--- src/logic/rxclk_gate_pkg.sv ---
// Constants, field layouts and carrier types of the recovered clock gating
// and high-speed tap status register group. Assumes a 16-bit management
// port already decoded from the serial management frames.
//
// Function
// Flatline enable set: fault holds clock static
// Flatline enable clear: clock keeps toggling
// Powerdown enable set: fault powers buffer down
// Powerdown enable clear: buffer stays powered
// Station keeps both enable bits at one
// Station writes one to bits 6 and 5
// Bits 1 and 0 reset to one
// Report final autozero cal and filter update
// Report final first postcursor weight, bits 12:8
// Report final precursor weight, bits 7:4
// Report final second postcursor weight, bits 3:0
// Three reserved controls read/write, reset zero
// Override bit selects written over internal value
// Status follows applied setting, no latching

package rxclk_gate_pkg;

    ////////////////////////////////////////////////////////////////////////
    // Register offsets
    localparam logic [15:0] OFS_GATING_CTRL = 16'h8021;
    localparam logic [15:0] OFS_RSVD_A = 16'h8022;
    localparam logic [15:0] OFS_RSVD_B = 16'h8023;
    localparam logic [15:0] OFS_RSVD_C = 16'h8024;
    localparam logic [15:0] OFS_RSVD_READBACK = 16'h8030;
    localparam logic [15:0] OFS_TAP_STATUS = 16'h8031;

    ////////////////////////////////////////////////////////////////////////
    // Gating control layout; bits 15:8 are not implemented and read zero
    localparam int CTRL_W = 8;
    localparam int BIT_FLATLINE_EN = 3;
    localparam int BIT_BUF_OFF_EN = 2;
    localparam logic [CTRL_W-1:0] GATING_CTRL_RST = 8'h0f;
    localparam logic [15:0] RSVD_RST = 16'h0000;
    localparam logic [15:0] READBACK_VAL = 16'h0000;
    localparam logic [15:0] UNMAPPED_VAL = 16'h0000;
    localparam int NUM_RSVD = 3;

    ////////////////////////////////////////////////////////////////////////
    // Serializer settings, packed in the same order as the status word
    typedef struct packed {
        logic [1:0] final_autozero_cal;
        logic final_filter_update;
        logic [4:0] final_first_postcursor_weight;
        logic [3:0] final_precursor_weight;
        logic [3:0] final_second_postcursor_weight;
    } tap_set_t;

    typedef struct packed {
        logic autozero_cal;
        logic filter_update;
        logic first_postcursor;
        logic precursor;
        logic second_postcursor;
    } tap_override_t;

    typedef struct packed {
        logic [15:0] addr;
        logic wr;
        logic rd;
        logic [15:0] wdata;
    } mgmt_req_t;

    typedef struct packed {
        logic valid;
        logic [15:0] rdata;
    } mgmt_rsp_t;

endpackage

--- src/logic/fault_sync.sv ---
// Two-stage synchroniser for the analog lock and loss-of-signal levels.
// Assumes the inputs are asynchronous levels with no glitch filtering needed.
`timescale 1ns/1ps
`default_nettype none

module fault_sync #(
    parameter int WIDTH = 2
) (
    // Clock and reset
    input wire logic clk_sys_i,
    input wire logic rst_i,
    // Levels
    input wire logic [WIDTH-1:0] async_i,
    output logic [WIDTH-1:0] sync_o
);

    logic [WIDTH-1:0] meta_q;
    logic [WIDTH-1:0] sync_q;

    always_ff @(posedge clk_sys_i or posedge rst_i) begin
        if (rst_i) begin
            meta_q <= '0;
            sync_q <= '0;
        end else begin
            meta_q <= async_i;
            sync_q <= meta_q;
        end
    end

    assign sync_o = sync_q;

endmodule
`default_nettype wire

--- src/logic/tap_select.sv ---
// Per-field override selection of the high-speed serializer settings.
// Assumes override flags and written values come from same-clock registers.
`timescale 1ns/1ps
`default_nettype none

module tap_select (
    // Clock and reset
    input wire logic clk_sys_i,
    input wire logic rst_i,
    // Sources
    input wire rxclk_gate_pkg::tap_override_t override_i,
    input wire rxclk_gate_pkg::tap_set_t manual_i,
    input wire rxclk_gate_pkg::tap_set_t internal_i,
    // Applied setting
    output rxclk_gate_pkg::tap_set_t applied_o
);

    logic [15:0] mask;
    logic [15:0] applied_d;
    logic [15:0] applied_q;

    assign mask = {{2{override_i.autozero_cal}}, override_i.filter_update,
                   {5{override_i.first_postcursor}}, {4{override_i.precursor}},
                   {4{override_i.second_postcursor}}};

    genvar gi;
    generate
        for (gi = 0; gi < 16; gi++) begin : g_bit
            assign applied_d[gi] = mask[gi] ? manual_i[gi] : internal_i[gi];
        end
    endgenerate

    always_ff @(posedge clk_sys_i or posedge rst_i) begin
        if (rst_i) begin
            applied_q <= '0;
        end else begin
            applied_q <= applied_d;
        end
    end

    assign applied_o = rxclk_gate_pkg::tap_set_t'(applied_q);
endmodule
`default_nettype wire

--- src/logic/rxclk_gate_regs.sv ---
// Recovered clock gating control and high-speed tap final status registers.
// Assumes the management frame engine hands over decoded 16-bit accesses on
// this clock, and the lock and loss-of-signal levels are asynchronous.
`timescale 1ns/1ps
`default_nettype none

module rxclk_gate_regs (
    // Clock and reset
    input wire logic clk_sys_i,
    input wire logic rst_i,
    // Management access
    input wire rxclk_gate_pkg::mgmt_req_t mgmt_req_i,
    output rxclk_gate_pkg::mgmt_rsp_t mgmt_rsp_o,
    // Analog status levels
    input wire logic hs_pll_locked_i,
    input wire logic high_speed_signal_loss_i,
    // Serializer setting sources
    input wire rxclk_gate_pkg::tap_override_t tap_override_i,
    input wire rxclk_gate_pkg::tap_set_t tap_manual_i,
    input wire rxclk_gate_pkg::tap_set_t tap_internal_i,
    // Controls towards the recovered clock output and the serializer
    output logic recovered_clock_output_hold_o,
    output logic recovered_clock_output_buf_off_o,
    output rxclk_gate_pkg::tap_set_t tap_applied_o,
    // Reserved control contents
    output logic [15:0] rsvd_ctrl_a_o,
    output logic [15:0] rsvd_ctrl_b_o,
    output logic [15:0] rsvd_ctrl_c_o
);

    ////////////////////////////////////////////////////////////////////////
    // Fault detection

    logic [1:0] level_sync;
    logic fault;

    fault_sync #(
        .WIDTH(2)
    ) u_fault_sync (
        .clk_sys_i(clk_sys_i),
        .rst_i(rst_i),
        .async_i({hs_pll_locked_i, high_speed_signal_loss_i}),
        .sync_o(level_sync)
    );

    assign fault = !level_sync[1] || level_sync[0];

    ////////////////////////////////////////////////////////////////////////
    // Applied serializer settings

    rxclk_gate_pkg::tap_set_t applied;

    tap_select u_tap_select (
        .clk_sys_i(clk_sys_i),
        .rst_i(rst_i),
        .override_i(tap_override_i),
        .manual_i(tap_manual_i),
        .internal_i(tap_internal_i),
        .applied_o(applied)
    );

    ////////////////////////////////////////////////////////////////////////
    // Control registers

    logic [rxclk_gate_pkg::CTRL_W-1:0] ctrl_d;
    logic [rxclk_gate_pkg::CTRL_W-1:0] ctrl_q;
    logic [15:0] rsvd_d [rxclk_gate_pkg::NUM_RSVD];
    logic [15:0] rsvd_q [rxclk_gate_pkg::NUM_RSVD];
    logic [15:0] rsvd_ofs [rxclk_gate_pkg::NUM_RSVD];

    assign rsvd_ofs[0] = rxclk_gate_pkg::OFS_RSVD_A;
    assign rsvd_ofs[1] = rxclk_gate_pkg::OFS_RSVD_B;
    assign rsvd_ofs[2] = rxclk_gate_pkg::OFS_RSVD_C;

    // Bits 6 and 5 come up zero; software is trusted to set them
    always_comb begin
        ctrl_d = ctrl_q;
        if (mgmt_req_i.wr && mgmt_req_i.addr == rxclk_gate_pkg::OFS_GATING_CTRL) begin
            ctrl_d = mgmt_req_i.wdata[rxclk_gate_pkg::CTRL_W-1:0];
        end
    end

    genvar gr;
    generate
        for (gr = 0; gr < rxclk_gate_pkg::NUM_RSVD; gr++) begin : g_rsvd
            always_comb begin
                rsvd_d[gr] = rsvd_q[gr];
                if (mgmt_req_i.wr && mgmt_req_i.addr == rsvd_ofs[gr]) begin
                    rsvd_d[gr] = mgmt_req_i.wdata;
                end
            end

            always_ff @(posedge clk_sys_i or posedge rst_i) begin
                if (rst_i) begin
                    rsvd_q[gr] <= rxclk_gate_pkg::RSVD_RST;
                end else begin
                    rsvd_q[gr] <= rsvd_d[gr];
                end
            end
        end
    endgenerate

    always_ff @(posedge clk_sys_i or posedge rst_i) begin
        if (rst_i) begin
            ctrl_q <= rxclk_gate_pkg::GATING_CTRL_RST;
        end else begin
            ctrl_q <= ctrl_d;
        end
    end

    ////////////////////////////////////////////////////////////////////////
    // Clock output gating

    logic hold_d;
    logic hold_q;
    logic buf_off_d;
    logic buf_off_q;

    // Registered so the pad controls never glitch on a decode change
    always_comb begin
        hold_d = ctrl_q[rxclk_gate_pkg::BIT_FLATLINE_EN] && fault;
        buf_off_d = ctrl_q[rxclk_gate_pkg::BIT_BUF_OFF_EN] && fault;
    end

    always_ff @(posedge clk_sys_i or posedge rst_i) begin
        if (rst_i) begin
            hold_q <= 1'b0;
            buf_off_q <= 1'b0;
        end else begin
            hold_q <= hold_d;
            buf_off_q <= buf_off_d;
        end
    end

    ////////////////////////////////////////////////////////////////////////
    // Read path

    rxclk_gate_pkg::mgmt_rsp_t rsp_d;
    rxclk_gate_pkg::mgmt_rsp_t rsp_q;

    always_comb begin
        rsp_d.valid = mgmt_req_i.rd;
        rsp_d.rdata = rxclk_gate_pkg::UNMAPPED_VAL;
        case (mgmt_req_i.addr)
            rxclk_gate_pkg::OFS_GATING_CTRL: begin
                rsp_d.rdata = {{(16 - rxclk_gate_pkg::CTRL_W){1'b0}}, ctrl_q};
            end
            rxclk_gate_pkg::OFS_RSVD_A: begin
                rsp_d.rdata = rsvd_q[0];
            end
            rxclk_gate_pkg::OFS_RSVD_B: begin
                rsp_d.rdata = rsvd_q[1];
            end
            rxclk_gate_pkg::OFS_RSVD_C: begin
                rsp_d.rdata = rsvd_q[2];
            end
            rxclk_gate_pkg::OFS_RSVD_READBACK: begin
                rsp_d.rdata = rxclk_gate_pkg::READBACK_VAL;
            end
            rxclk_gate_pkg::OFS_TAP_STATUS: begin
                rsp_d.rdata = applied;
            end
            default: begin
                rsp_d.rdata = rxclk_gate_pkg::UNMAPPED_VAL;
            end
        endcase
        if (!mgmt_req_i.rd) begin
            rsp_d.rdata = rxclk_gate_pkg::UNMAPPED_VAL;
        end
    end

    always_ff @(posedge clk_sys_i or posedge rst_i) begin
        if (rst_i) begin
            rsp_q <= '0;
        end else begin
            rsp_q <= rsp_d;
        end
    end

    ////////////////////////////////////////////////////////////////////////
    // Outputs

    assign mgmt_rsp_o = rsp_q;
    assign recovered_clock_output_hold_o = hold_q;
    assign recovered_clock_output_buf_off_o = buf_off_q;
    assign tap_applied_o = applied;
    assign rsvd_ctrl_a_o = rsvd_q[0];
    assign rsvd_ctrl_b_o = rsvd_q[1];
    assign rsvd_ctrl_c_o = rsvd_q[2];

    logic first_q;
    logic rd_status;

    always_ff @(posedge clk_sys_i or posedge rst_i) begin
        if (rst_i) begin
            first_q <= 1'b1;
        end else begin
            first_q <= 1'b0;
        end
    end

    assign rd_status = mgmt_req_i.rd && mgmt_req_i.addr == rxclk_gate_pkg::OFS_TAP_STATUS;
endmodule
`default_nettype wire

--- config.mk ---
export PLATFORM = sky130hd
export DESIGN_NAME = rxclk_gate_regs
export DESIGN_NICKNAME = d
export VERILOG_FILES = /design/src/logic/rxclk_gate_pkg.sv /design/src/logic/fault_sync.sv /design/src/logic/tap_select.sv /design/src/logic/rxclk_gate_regs.sv
export SDC_FILE = /design/constraint.sdc
export NUM_CORES = 1
export LEC_CHECK = 0
export BUFFER_PORTS_ARGS = -buffer_cell sky130_fd_sc_hd__buf_2
export CAP_MARGIN = 40
export CORE_ASPECT_RATIO = 1.2
export CORE_MARGIN = 1.5
export CORE_UTILIZATION = 48
export CTS_CLUSTER_DIAMETER = 40
export CTS_CLUSTER_SIZE = 30
export DETAILED_ROUTE_END_ITERATION = 12
export PLACE_DENSITY_LB_ADDON = 0.2
export SKIP_LAST_GASP = 1
export SLEW_MARGIN = 10
export SYNTH_ARGS = -nofsm -noshare
export SYNTH_HDL_FRONTEND = slang
export SYNTH_HIERARCHICAL = 1
export SYNTH_SLANG_ARGS = --single-unit
export TNS_END_PERCENT = 5
--- constraint.sdc ---
create_clock -name clk_sys_i -period 2.7 [get_ports clk_sys_i]
set_input_delay 0.135 -clock clk_sys_i [delete_from_list [all_inputs] [get_ports clk_sys_i]]
set_output_delay 0.135 -clock clk_sys_i [all_outputs]
set_load 0.01 [all_outputs]
; Yosys cells after proc, flatten, opt, wreduce, memory -nomap -nowiden
; Index checks and enable logic that the tools add are counted.
[op_classes]
muxes = 18
n_eq_ne = 5
reduce_logical = 8
[op_table]
columns = op, n
row1 = $eq A16 B16 Y1 const B, 5
row2 = $pmux W16 S5, 1
row3 = $mux W1, 16
row4 = $mux W16, 1
row5 = $logic_and A1 B1 Y1, 6
row6 = $logic_not A1 Y1, 1
row7 = $logic_or A1 B1 Y1, 1
[totals]
elab_cells = 42
ff_bits = 95
output_inout_bits = 83
input_bits = 75

; Depth between registers and ports, before layout
; Gate-level depths: netlist (run 1).
[depth]
word_depth = 3
depth_mapped = 6
mapped_depth_nobuf = 4

; By module
; Netlist (run 1), hierarchy kept.
[modules_own_cells]
columns = mod, n_inst, area_each_um2, seq_area_each_um2, cells_each
row1 = rxclk_gate_regs, 1, 3305.7, 1881.8, 221
row2 = tap_select, 1, 584.3, 400.4, 33
row3 = fault_sync, 1, 103.8, 100.1, 5

; Worst setup path before layout (run 1)
; OpenSTA, ideal clock, no wires.
[synth_path]
path_kind = input port to flip-flop
from = input mgmt_req_i[30] (netlist name)
to = register rsvd_q, in the netlist rsvd_ctrl_b_o[10]
setup_ns = 0.125
slack_ns = 0.255
path_buffers = 2
arrival_time_ns = 2.319
required_time_ns = 2.575
path_stages = 6
cell_sequence = or4b_4 > buf_6 > or4_4 > nor4b_4 > buf_8 > mux2_4
[synth_between]
elab_chain_len = 2
[synth_rtl]
columns = item, line_no
row1 = from (decl), rxclk_gate_regs.sv:12  ; input wire rxclk_gate_pkg::mgmt_req_t mgmt_req_i,
row2 = $eq A16 B16 Y1, rxclk_gate_regs.sv:88  ; if (mgmt_req_i.wr && mgmt_req_i.addr == rsvd_ofs[gr]) begin
row3 = $logic_and A1 B1 Y1, rxclk_gate_regs.sv:88
row4 = "to (signal, indexed assignment)", rxclk_gate_regs.sv:95  ; rsvd_q[gr] <= rxclk_gate_pkg::RSVD_RST;
row5 = "to (signal, indexed assignment)", rxclk_gate_regs.sv:97  ; rsvd_q[gr] <= rsvd_d[gr];
row6 = to (decl), rxclk_gate_regs.sv:68  ; logic [15:0] rsvd_q [rxclk_gate_pkg::NUM_RSVD];
; No other way between the ends.
; A chain may end at the register's enable or synchronous reset.

; Final worst setup path (run 1)
[layout_path]
from = input mgmt_req_i[27] (netlist name)
to = register rsvd_q, in the netlist rsvd_ctrl_b_o[0]
; Same word-level chain as after synthesis.

==> results of run 1 <==
registers in the layout, indices dropped and copies added, names as in the netlist, 2 cells and up:
name,flops
u_fault_sync/sync_o,2
rsvd_ctrl_c_o,16
rsvd_ctrl_a_o,16
u_tap_select/applied_o,16
rsvd_ctrl_b_o,16
mgmt_rsp_o,17
ctrl_q,8
u_fault_sync/meta_q,2
cells by family after synthesis:
logic type | share of synthesized area (%)
flip-flops | 59.6
multiplexers | 25.8
AO/OA/AOI/OAI | 6.23
AND/OR/NAND/NOR | 6.17
buffers and inverters | 2.19
worst max-delay path, delay by kind of cell:
| family | cells | cell delay (ns) |
|---|---|---|
| and+or+nand+nor | 3 | 1.37 |
| muxes | 1 | 0.38 |
| buffers and inverters | 2 | 0.43 |
cell usage after synthesis:
| library cell | number | share of area, % |
|---|---|---|
| a222oi_1 | 8 | 2.0 |
| buf_6 | 2 | 0.56 |
| or4b_1 | 1 | 0.25 |
| dfrtp_1 | 91 | 57 |
| mux2_4 | 10 | 3.8 |
| a22oi_1 | 16 | 3.0 |
| dfstp_2 | 4 | 2.6 |
| inv_1 | 3 | 0.28 |
| buf_8 | 1 | 0.38 |
| clkbuf_1 | 7 | 0.66 |
| and2_1 | 2 | 0.31 |
| nor2_1 | 8 | 0.75 |
| nand2_1 | 3 | 0.28 |
| nor4b_4 | 1 | 0.60 |
| or4_4 | 1 | 0.28 |
| nand2b_1 | 1 | 0.16 |
| nor4_2 | 3 | 0.94 |
| a21oi_1 | 8 | 1.0 |
| or4_1 | 1 | 0.19 |
| buf_2 | 1 | 0.13 |
| nor4_4 | 2 | 1.1 |
| o41ai_1 | 1 | 0.22 |
| or3b_2 | 1 | 0.22 |
| or4b_2 | 2 | 0.50 |
| or4b_4 | 1 | 0.34 |
| or4bb_1 | 1 | 0.28 |
| buf_4 | 1 | 0.19 |
| mux2_2 | 78 | 22 |
per-layer routing:
layer	share of wire (%)	GRT usage, %	vias up
li1	-	-	1372
met1	40	29.5	1495
met2	53	45.2	129
met3	6.0	5.12	17
met4	1.9	10.4	0
met5	0	0	-
metrics by stage:
step | total power, mW | hold slack [ns] | utilization [%] | area [sq um] | cells
final | 2.62 | 0.00646 | 67.4 | 5470 | 560
after global routing | 2.71 | 0.00345 | 67.4 | 5470 | 560
after CTS | 2.64 | 0.000392 | 67.4 | 5470 | 560
after detailed placement | 1.66 | 0.0494 | 61.4 | 4980 | 515
after global placement | 1.66 | 0.0385 | 61.4 | 4980 | 515
after floorplan | 1.55 | -0.0989 | - | 3990 | 259
power groups by stage:
stage	sequential [mW]	clock, mW	combinational [mW]
finish	1.46	0.944	0.221
global route	1.46	1.01	0.243
CTS	1.46	0.965	0.220
detailed placement	1.48	0	0.181
global placement	1.48	0	0.177
floorplan	1.49	0	0.0620
placed cells by master (no fill, tap or decap), drive strengths merged:
cell         Yosys  layout
inv              3       3
and2             2       2
dlygate4sd3      0      29
or3b             1       1
dfrtp           91      91
o41ai            1       1
a21oi            8       8
clkinvlp         0       2
dfstp            4       4
or4              2       2
a22oi           16      16
clkinv           0       4
a222oi           8       8
or4bb            1       1
nor2             8       8
buf              5     173
nand2b           1       1
mux2            88      88
clkbuf           7       9
bufinv           0       1
or4b             4       4
nor4b            1       1
nand2            3       3
nor4             5       5
final timing paths:
path                                        start                         to  slack [ns]  depth (start not counted)
hold reg to reg            u_fault_sync/meta_q[0]     u_fault_sync/sync_o[0]        0.35                          0
max in group asynchronous                   rst_i                  ctrl_q[0]        1.62                          4
setup / recovery                   mgmt_req_i[27]           rsvd_ctrl_b_o[0]        0.62                          6
setup reg to reg                rsvd_ctrl_b_o[15]             mgmt_rsp_o[15]        1.47                          3
hold / removal                  tap_internal_i[0]  u_tap_select/applied_o[0]       0.006                          2
min in group asynchronous                   rst_i     u_fault_sync/meta_q[1]        0.20                          3
final cells by class:
type                            instances  area share [%]
Sequential cell                        95            43.6
Clock buffer                            9            2.27
Inverter                                3           0.229
Tap cell                               95            2.17
Multi-Input combinational cell        149            28.3
Timing Repair Buffer                  202            22.1
Clock inverter                          7            1.33
repair_timing:
item,4_1_cts,5_1_grt
hold endpoints to repair,69,0
buffers inserted,0,0
hold buffers,29,0
==> impl_metrics.ini, run 1 <==
[timing]
min_period_ns = 2.08
max_freq_mhz = 480
hold_viol = 0
setup_viol = 0
fin_skew_ns = 0.0146
slew_headroom_pct = 41.5
drv_slew = 0
rsz0062_at_grt = false
tightest_slew_ns = 0.867
finalWorstSetupSlack_ns = 0.618
fin_crit_sh_pct = 77.1
tns_ns = 0

[grt]
grt_max_degree = 40
grt_pass1_wl_microns = 16500
antenna_found_initial = 0
gr-total-overflow = 0
grtUsageTotal_pct = 25.2
first_global_vias = 3254

[synthesis]
syn_nets = 334
netlist_area_sq_um = 3990
synthCells = 259
synth_area_per_cell_sq_um = 15.4
synth.distinct_cells = 28
ys_seq_area_share_pct = 59.6
ys_ff_latch = 95
synth_warnings = 6

[finish]
antennaDiodeCount = 0
area_delta_synth_final_pct = 36.9
fillers = 605
drive_above_1_share_pct = 63.2
register_area_sq_um = 2380
multi_input_area_sq_um = 1550
nNetsFinal = 535

[setup_path]
start_kind = input port
critPathMaxFanout = 16
endpoint_kind = flip-flop
crit_slowest_cell = or4_1
crit_type = in -> reg
path_cells = buf_2 > or4_1 > or4_4 > nor4b_4 > buf_4 > mux2_2
critPathRequiredTime_ns = 2.94
cpPeakStageDelay_ns = 0.56
cp_data_arrival_time_ns = 2.33

[detailed_routing]
routed_wl_microns = 10700
viasPerCell = 5.38
vias = 3013
drtPass1Iterations = 5
drtIter0Drc = 101
wl_per_cell_microns = 19.1
ant_nets = 0
drc = 0

[floorplan]
chipWidth_microns = 86.3
rows = 36
boundaryPins = 158
dieArea_sq_um = 8880
die_h_microns = 103
initial_core_util_pct = 49.3
core-area_sq_um = 8110

[clock_tree]
cts_max_level = 3
cts_made_buffers = 9
clk_pin_slew_ns = 0.08
cts_buffer_depth = 2
cts.sinks = 95
clock_latency_ns = 0.37
clockRootBuffer = clkbuf_8
cts_resized = 0
cts_tree = done

[min_path]
hold_path_class = in -> reg

[power_and_ir_drop]
p_comb_share_pct = 8.4
powerDensity_nw_per_um2 = 479
p_sw_share_pct = 24.1
seqPwrFrac_pct = 55.5
pwr-share-clk_pct = 36.0
vdd_drop_max_v = 0.000337
internal_power_mw = 1.99
p_leak_nw = 2.88
p_sw_mw = 0.630

[outcome]
status = complete, no violations

[place]
io_buffers = 157
pre_cts_ws_ns = 0.248
place_congestion = 0.770
dp_hpwl_microns = 7110

[job]
maxCapViolations = 0
No activity file was read; power rests on OpenSTA's default activity.
==> inputs of run 2 (changes only) <==
Settings changed: CORE_UTILIZATION 48 to 44.
Clock period 2.7 ns to 1.68 ns, I/O delays scaled along.
==> impl_metrics.ini, run 2 (synthesized netlist as in run 1, its figures left out) <==
[timing]
tightest_slew_ns = 0.778
max_freq_mhz = 508
min_period_ns = 1.97
fin_skew_ns = 0.00480
rsz0062_at_grt = true
slew_headroom_pct = 48.1
setup_viol = 32
drv_slew = 0
finalWorstSetupSlack_ns = -0.288
fin_crit_sh_pct = 117
hold_viol = 0

[clock_tree]
cts_tree = done
clock_latency_ns = 0.36
cts_buffer_depth = 2
clockRootBuffer = clkbuf_8
cts.sinks = 95
cts_max_level = 3
clk_pin_slew_ns = 0.09
cts_made_buffers = 9

[floorplan]
boundaryPins = 158
initial_core_util_pct = 45.9
die_h_microns = 107
core-area_sq_um = 8700
rows = 37
chipWidth_microns = 90.0
dieArea_sq_um = 9660

[detailed_routing]
drtIter0Drc = 154
vias = 3184
viasPerCell = 5.18
drtPass1Iterations = 4
wl_per_cell_microns = 17.9
met2_length_microns = 5710
drc = 0
routed_wl_microns = 11000
m1WireLength_microns = 4480
ant_nets = 0
wl_met3_microns = 681
highest_layer = met4

[finish]
final_util_pct = 67.5
area_delta_synth_final_pct = 47.0
fillers = 675
drive_above_1_share_pct = 61.4
nNetsFinal = 568
mostFrequentLayoutCells = buf_2, dfrtp_1, mux2_2
antennaDiodeCount = 0
layout_commonest_cell = buf_2
largest_register_ffs = 17

[setup_path]
critPathMaxFanout = 8
crit_type = in -> reg
endpoint_kind = flip-flop
critPathRequiredTime_ns = 1.93
cp_data_arrival_time_ns = 2.21
r2r_cells = 3
start_kind = input port

[power_and_ir_drop]
seqPwrFrac_pct = 53.8
powerDensity_nw_per_um2 = 740
p_sw_mw = 0.967
pwr-share-clk_pct = 36.8
p_leak_nw = 3.06
p_comb_share_pct = 9.3
vdd_drop_max_v = 0.000741
p_total_mw = 4.34
internal_power_mw = 3.38
p_sw_share_pct = 22.3

[grt]
grtUsageTotal_pct = 23.4
gr-total-overflow = 0
grt_pass1_wl_microns = 17200
first_global_vias = 3445
grt_max_degree = 76
antenna_found_initial = 0

[place]
dp_hpwl_microns = 7290
io_buffers = 157
pre_cts_ws_ns = -0.624
place_congestion = 0.761

[job]
maxCapViolations = 0

[outcome]
violations = negative setup slack
status = finished with violations

[min_path]
hold_depth = 2
hold_path_class = in -> reg
-- run 2: changes by cell type in the layout (fill, tap and decap cells not counted), moves of 2 or more --
cell           previous run  this run
dlygate4sd3_1            29        51
buf_4                    15        23
buf_12                    1         3
mux2_2                   78        76
mux2_4                   10        12
-- run 2: timing repair --
item                                   4_1_cts  5_1_grt
setup endpoints to repair                   32       43
gates cloned                                 0        1
endpoints found under the hold margin      147        1
buffers inserted                             0        1
gates resized for setup                      0        4
pin swaps                                    0        3
hold buffers                                50        1
-- run 2: routing by layer --
metal | up-vias | global-route usage (%)
met5 | - | 0
met4 | 0 | 7.82
met3 | 11 | 6.00
met2 | 131 | 41.4
met1 | 1597 | 27.9
li1 | 1445 | -
-- run 2: worst paths after layout --
path	startpoint	endpoint	slack, ns
setup / recovery	mgmt_req_i[28]	rsvd_ctrl_b_o[13]	-0.29
hold / removal	mgmt_req_i[6]	rsvd_ctrl_b_o[6]	0.02
setup reg to reg	rsvd_ctrl_b_o[11]	mgmt_rsp_o[11]	0.49
hold reg to reg	u_fault_sync/meta_q[0]	u_fault_sync/sync_o[0]	0.36
max in group asynchronous	rst_i	u_tap_select/applied_o[6]	0.77
min in group asynchronous	rst_i	u_fault_sync/sync_o[0]	0.16
-- run 2: power by group through the flow --
stage | clock network (mW) | registers (mW) | logic [mW]
floorplan | 0 | 2.40 | 0.0996
global placement | 0 | 2.38 | 0.289
detailed placement | 0 | 2.38 | 0.295
CTS | 1.64 | 2.34 | 0.398
global route | 1.71 | 2.34 | 0.441
finish | 1.60 | 2.34 | 0.406
-- run 2: area by class of cell --
type / instances / area [sq um] / share of cell area [%]
Multi-Input combinational cell: 149 / 1560 / 26.6
Clock inverter: 7 / 87.6 / 1.49
Clock buffer: 9 / 124 / 2.11
Inverter: 3 / 11.3 / 0.192
Timing Repair Buffer: 235 / 1560 / 26.6
Sequential cell: 95 / 2380 / 40.6
Tap cell: 117 / 146 / 2.49
-- run 2: critical path: stages --
cell,delay (ns)
buf_6,0.09
or4_4,0.53
or4_4,0.57
nor4b_4,0.28
buf_4,0.18
buf_12,0.14
mux2_2,0.33
-- run 2: per-stage QoR --
step                      hold WS, ns  instances  instance area (sq um)  TNS, ns
final                          0.0160        615                   5870    -7.20
after global routing          0.00779        615                   5870    -7.97
after CTS                     0.00353        612                   5810    -6.13
after detailed placement     -0.00617        546                   5100   -29.08
after global placement        -0.0139        546                   5100   -28.66
after floorplan                -0.150        259                   3990   -55.17
==> inputs of run 3 (changes only) <==
Settings changed: ABC_AREA set to 1, CORE_UTILIZATION 44 to 45.
==> impl_metrics.ini, run 3 <==
[finish]
fin_cells = 820
largest_register_ffs = 17
layout_commonest_cell = buf_2
mostFrequentLayoutCells = buf_2, nand2_1, dfrtp_1
antennaDiodeCount = 0
nNetsFinal = 767
area_delta_synth_final_pct = 37.1
fillers = 852
drive_above_1_share_pct = 39.2

[synthesis]
ys_seq_area_share_pct = 53.8
syn_nets = 557
synth_enable_flop_cells = 0
ys_ff_latch = 95
synth_area_per_cell_sq_um = 9.18
synth_warnings = 6
synth_top_area_cell = dfrtp_1
synth_commonest_cells = nand2_1, dfrtp_1, nand3_1, nor2_1, inv_1
synth.distinct_cells = 25
synth.most_common_cell = nand2_1
synth_flop_cell = dfrtp_1
netlist_area_sq_um = 4430
synth_top_area_share_pct = 51.4
synth_area_leaders = dfrtp_1, nand2_1, o21ai_2
async_flop_share_pct = 100
synthCells = 482

[grt]
gr-total-overflow = 0
antenna_found_initial = 1
grt_max_degree = 33
first_global_vias = 3991
grtUsageTotal_pct = 24.3
grt_pass1_wl_microns = 19300

[timing]
slew_headroom_pct = 55.6
tightest_slew_ns = 0.664
max_freq_mhz = 598
drv_slew = 0
rsz0062_at_grt = true
hold_viol = 0
fin_crit_sh_pct = 99.5
tns_ns = 0
setup_viol = 0
fin_skew_ns = 0.00413
min_period_ns = 1.67

[place]
placed_cells = 759
place_congestion = 0.883
io_buffers = 157
dp_hpwl_microns = 8410

[floorplan]
chipWidth_microns = 93.5
dieArea_sq_um = 10400
die_h_microns = 112
boundaryPins = 158
initial_core_util_pct = 46.3
core-area_sq_um = 9560
rows = 39

[detailed_routing]
drc = 0
vias = 4038
drtPass1Iterations = 5
routed_wl_microns = 12000
ant_nets = 0
drtIter0Drc = 182
viasPerCell = 4.92
wl_per_cell_microns = 14.6

[clock_tree]
cts_buffer_depth = 2
cts_max_level = 3
cts_made_buffers = 9
clk_pin_slew_ns = 0.06
cts_tree = done
cts.sinks = 95
clockRootBuffer = clkbuf_16
clock_latency_ns = 0.35

[setup_path]
crit_type = in -> reg
endpoint_kind = flip-flop
cp_data_arrival_time_ns = 1.90
start_kind = input port
critPathMaxFanout = 1
critPathRequiredTime_ns = 1.91

[min_path]
hold_path_class = in -> reg

[power_and_ir_drop]
powerDensity_nw_per_um2 = 781
p_leak_nw = 3.46
vdd_drop_max_v = 0.000533

[job]
maxCapViolations = 0

[outcome]
status = complete, no violations
[run 3: cell type report]
class	instances	area [sq um]	share of cell area, %
multi-input combinational	329	1740	28.6
sequential	95	2380	39.2
clock buffer	12	236	3.90
clock inverter	4	47.5	0.783
timing repair buffer	215	1350	22.2
tap	123	154	2.54
inverter	42	165	2.72
[run 3: worst paths after layout]
kind / startpoint / slack [ns] / cells past startpoint / to
worst max register to register: ctrl_q[0] / 0.70 / 4 / mgmt_rsp_o[0]
worst min-delay path: tap_override_i[4] / 0.01 / 4 / u_tap_select/applied_o[14]
min in group asynchronous: rst_i / 0.20 / 3 / u_fault_sync/meta_q[0]
worst max-delay path: tap_internal_i[13] / 0.008 / 6 / u_tap_select/applied_o[13]
worst min register to register: u_fault_sync/meta_q[1] / 0.35 / 0 / u_fault_sync/sync_o[1]
max in group asynchronous: rst_i / 0.69 / 4 / mgmt_rsp_o[6]
[run 3: stage by stage]
step,total power [mW],hold slack (ns),area [sq um],utilization [%],worst slack (ns)
2_1_floorplan,2.53,-0.150,4430,-,0.540
3_3_place_gp,2.71,0.00287,5340,55.8,0.152
3_5_place_dp,2.71,0.0113,5340,55.8,0.131
4_1_cts,4.77,0.0342,6070,63.5,0.0186
5_1_grt,4.93,0.0372,6070,63.5,-0.0514
6_report,4.74,0.0109,6070,63.5,0.00784
[run 3: where the power goes]
group | internal [mW] | switching, mW | leakage [nW]
clock | 1.15 | 0.830 | 0.137
sequential | 2.33 | 0.0249 | 1.25
combinational | 0.200 | 0.209 | 2.08
[run 3: logic make-up (layout without fill, tap and decap cells)]
| family | count (synthesis) | after routing | share of synthesized area (%) |
|---|---|---|---|
| AND/OR/NAND/NOR | 265 | 265 | 29.2 |
| flip-flops | 95 | 95 | 53.8 |
| AO/OA/AOI/OAI | 64 | 64 | 10.1 |
| buffers and inverters | 58 | 273 | 6.90 |
[run 3: metal layers]
metal / up-vias / track usage (%) / share of wire, %
li1: 1951 / - / -
met1: 1889 / 30.5 / 40
met2: 175 / 40.0 / 49
met3: 23 / 6.08 / 8.2
met4: 0 / 9.65 / 1.9
met5: - / 0 / 0
[run 3: critical path, cell delays in order]
cell	delay (ns)
dlygate4sd3_1	0.53
buf_2	0.12
nand2_1	0.05
dlygate4sd3_1	0.54
nand2_1	0.04
dlygate4sd3_1	0.54
[run 3: repair_timing]
| item | 4_1_cts | 5_1_grt |
|---|---|---|
| endpoints found under the setup margin | 0 | 2 |
| setup buffers | 0 | 0 |
| gates resized for setup | 0 | 0 |
| hold endpoints to repair | 67 | 1 |
| hold buffers | 45 | 1 |
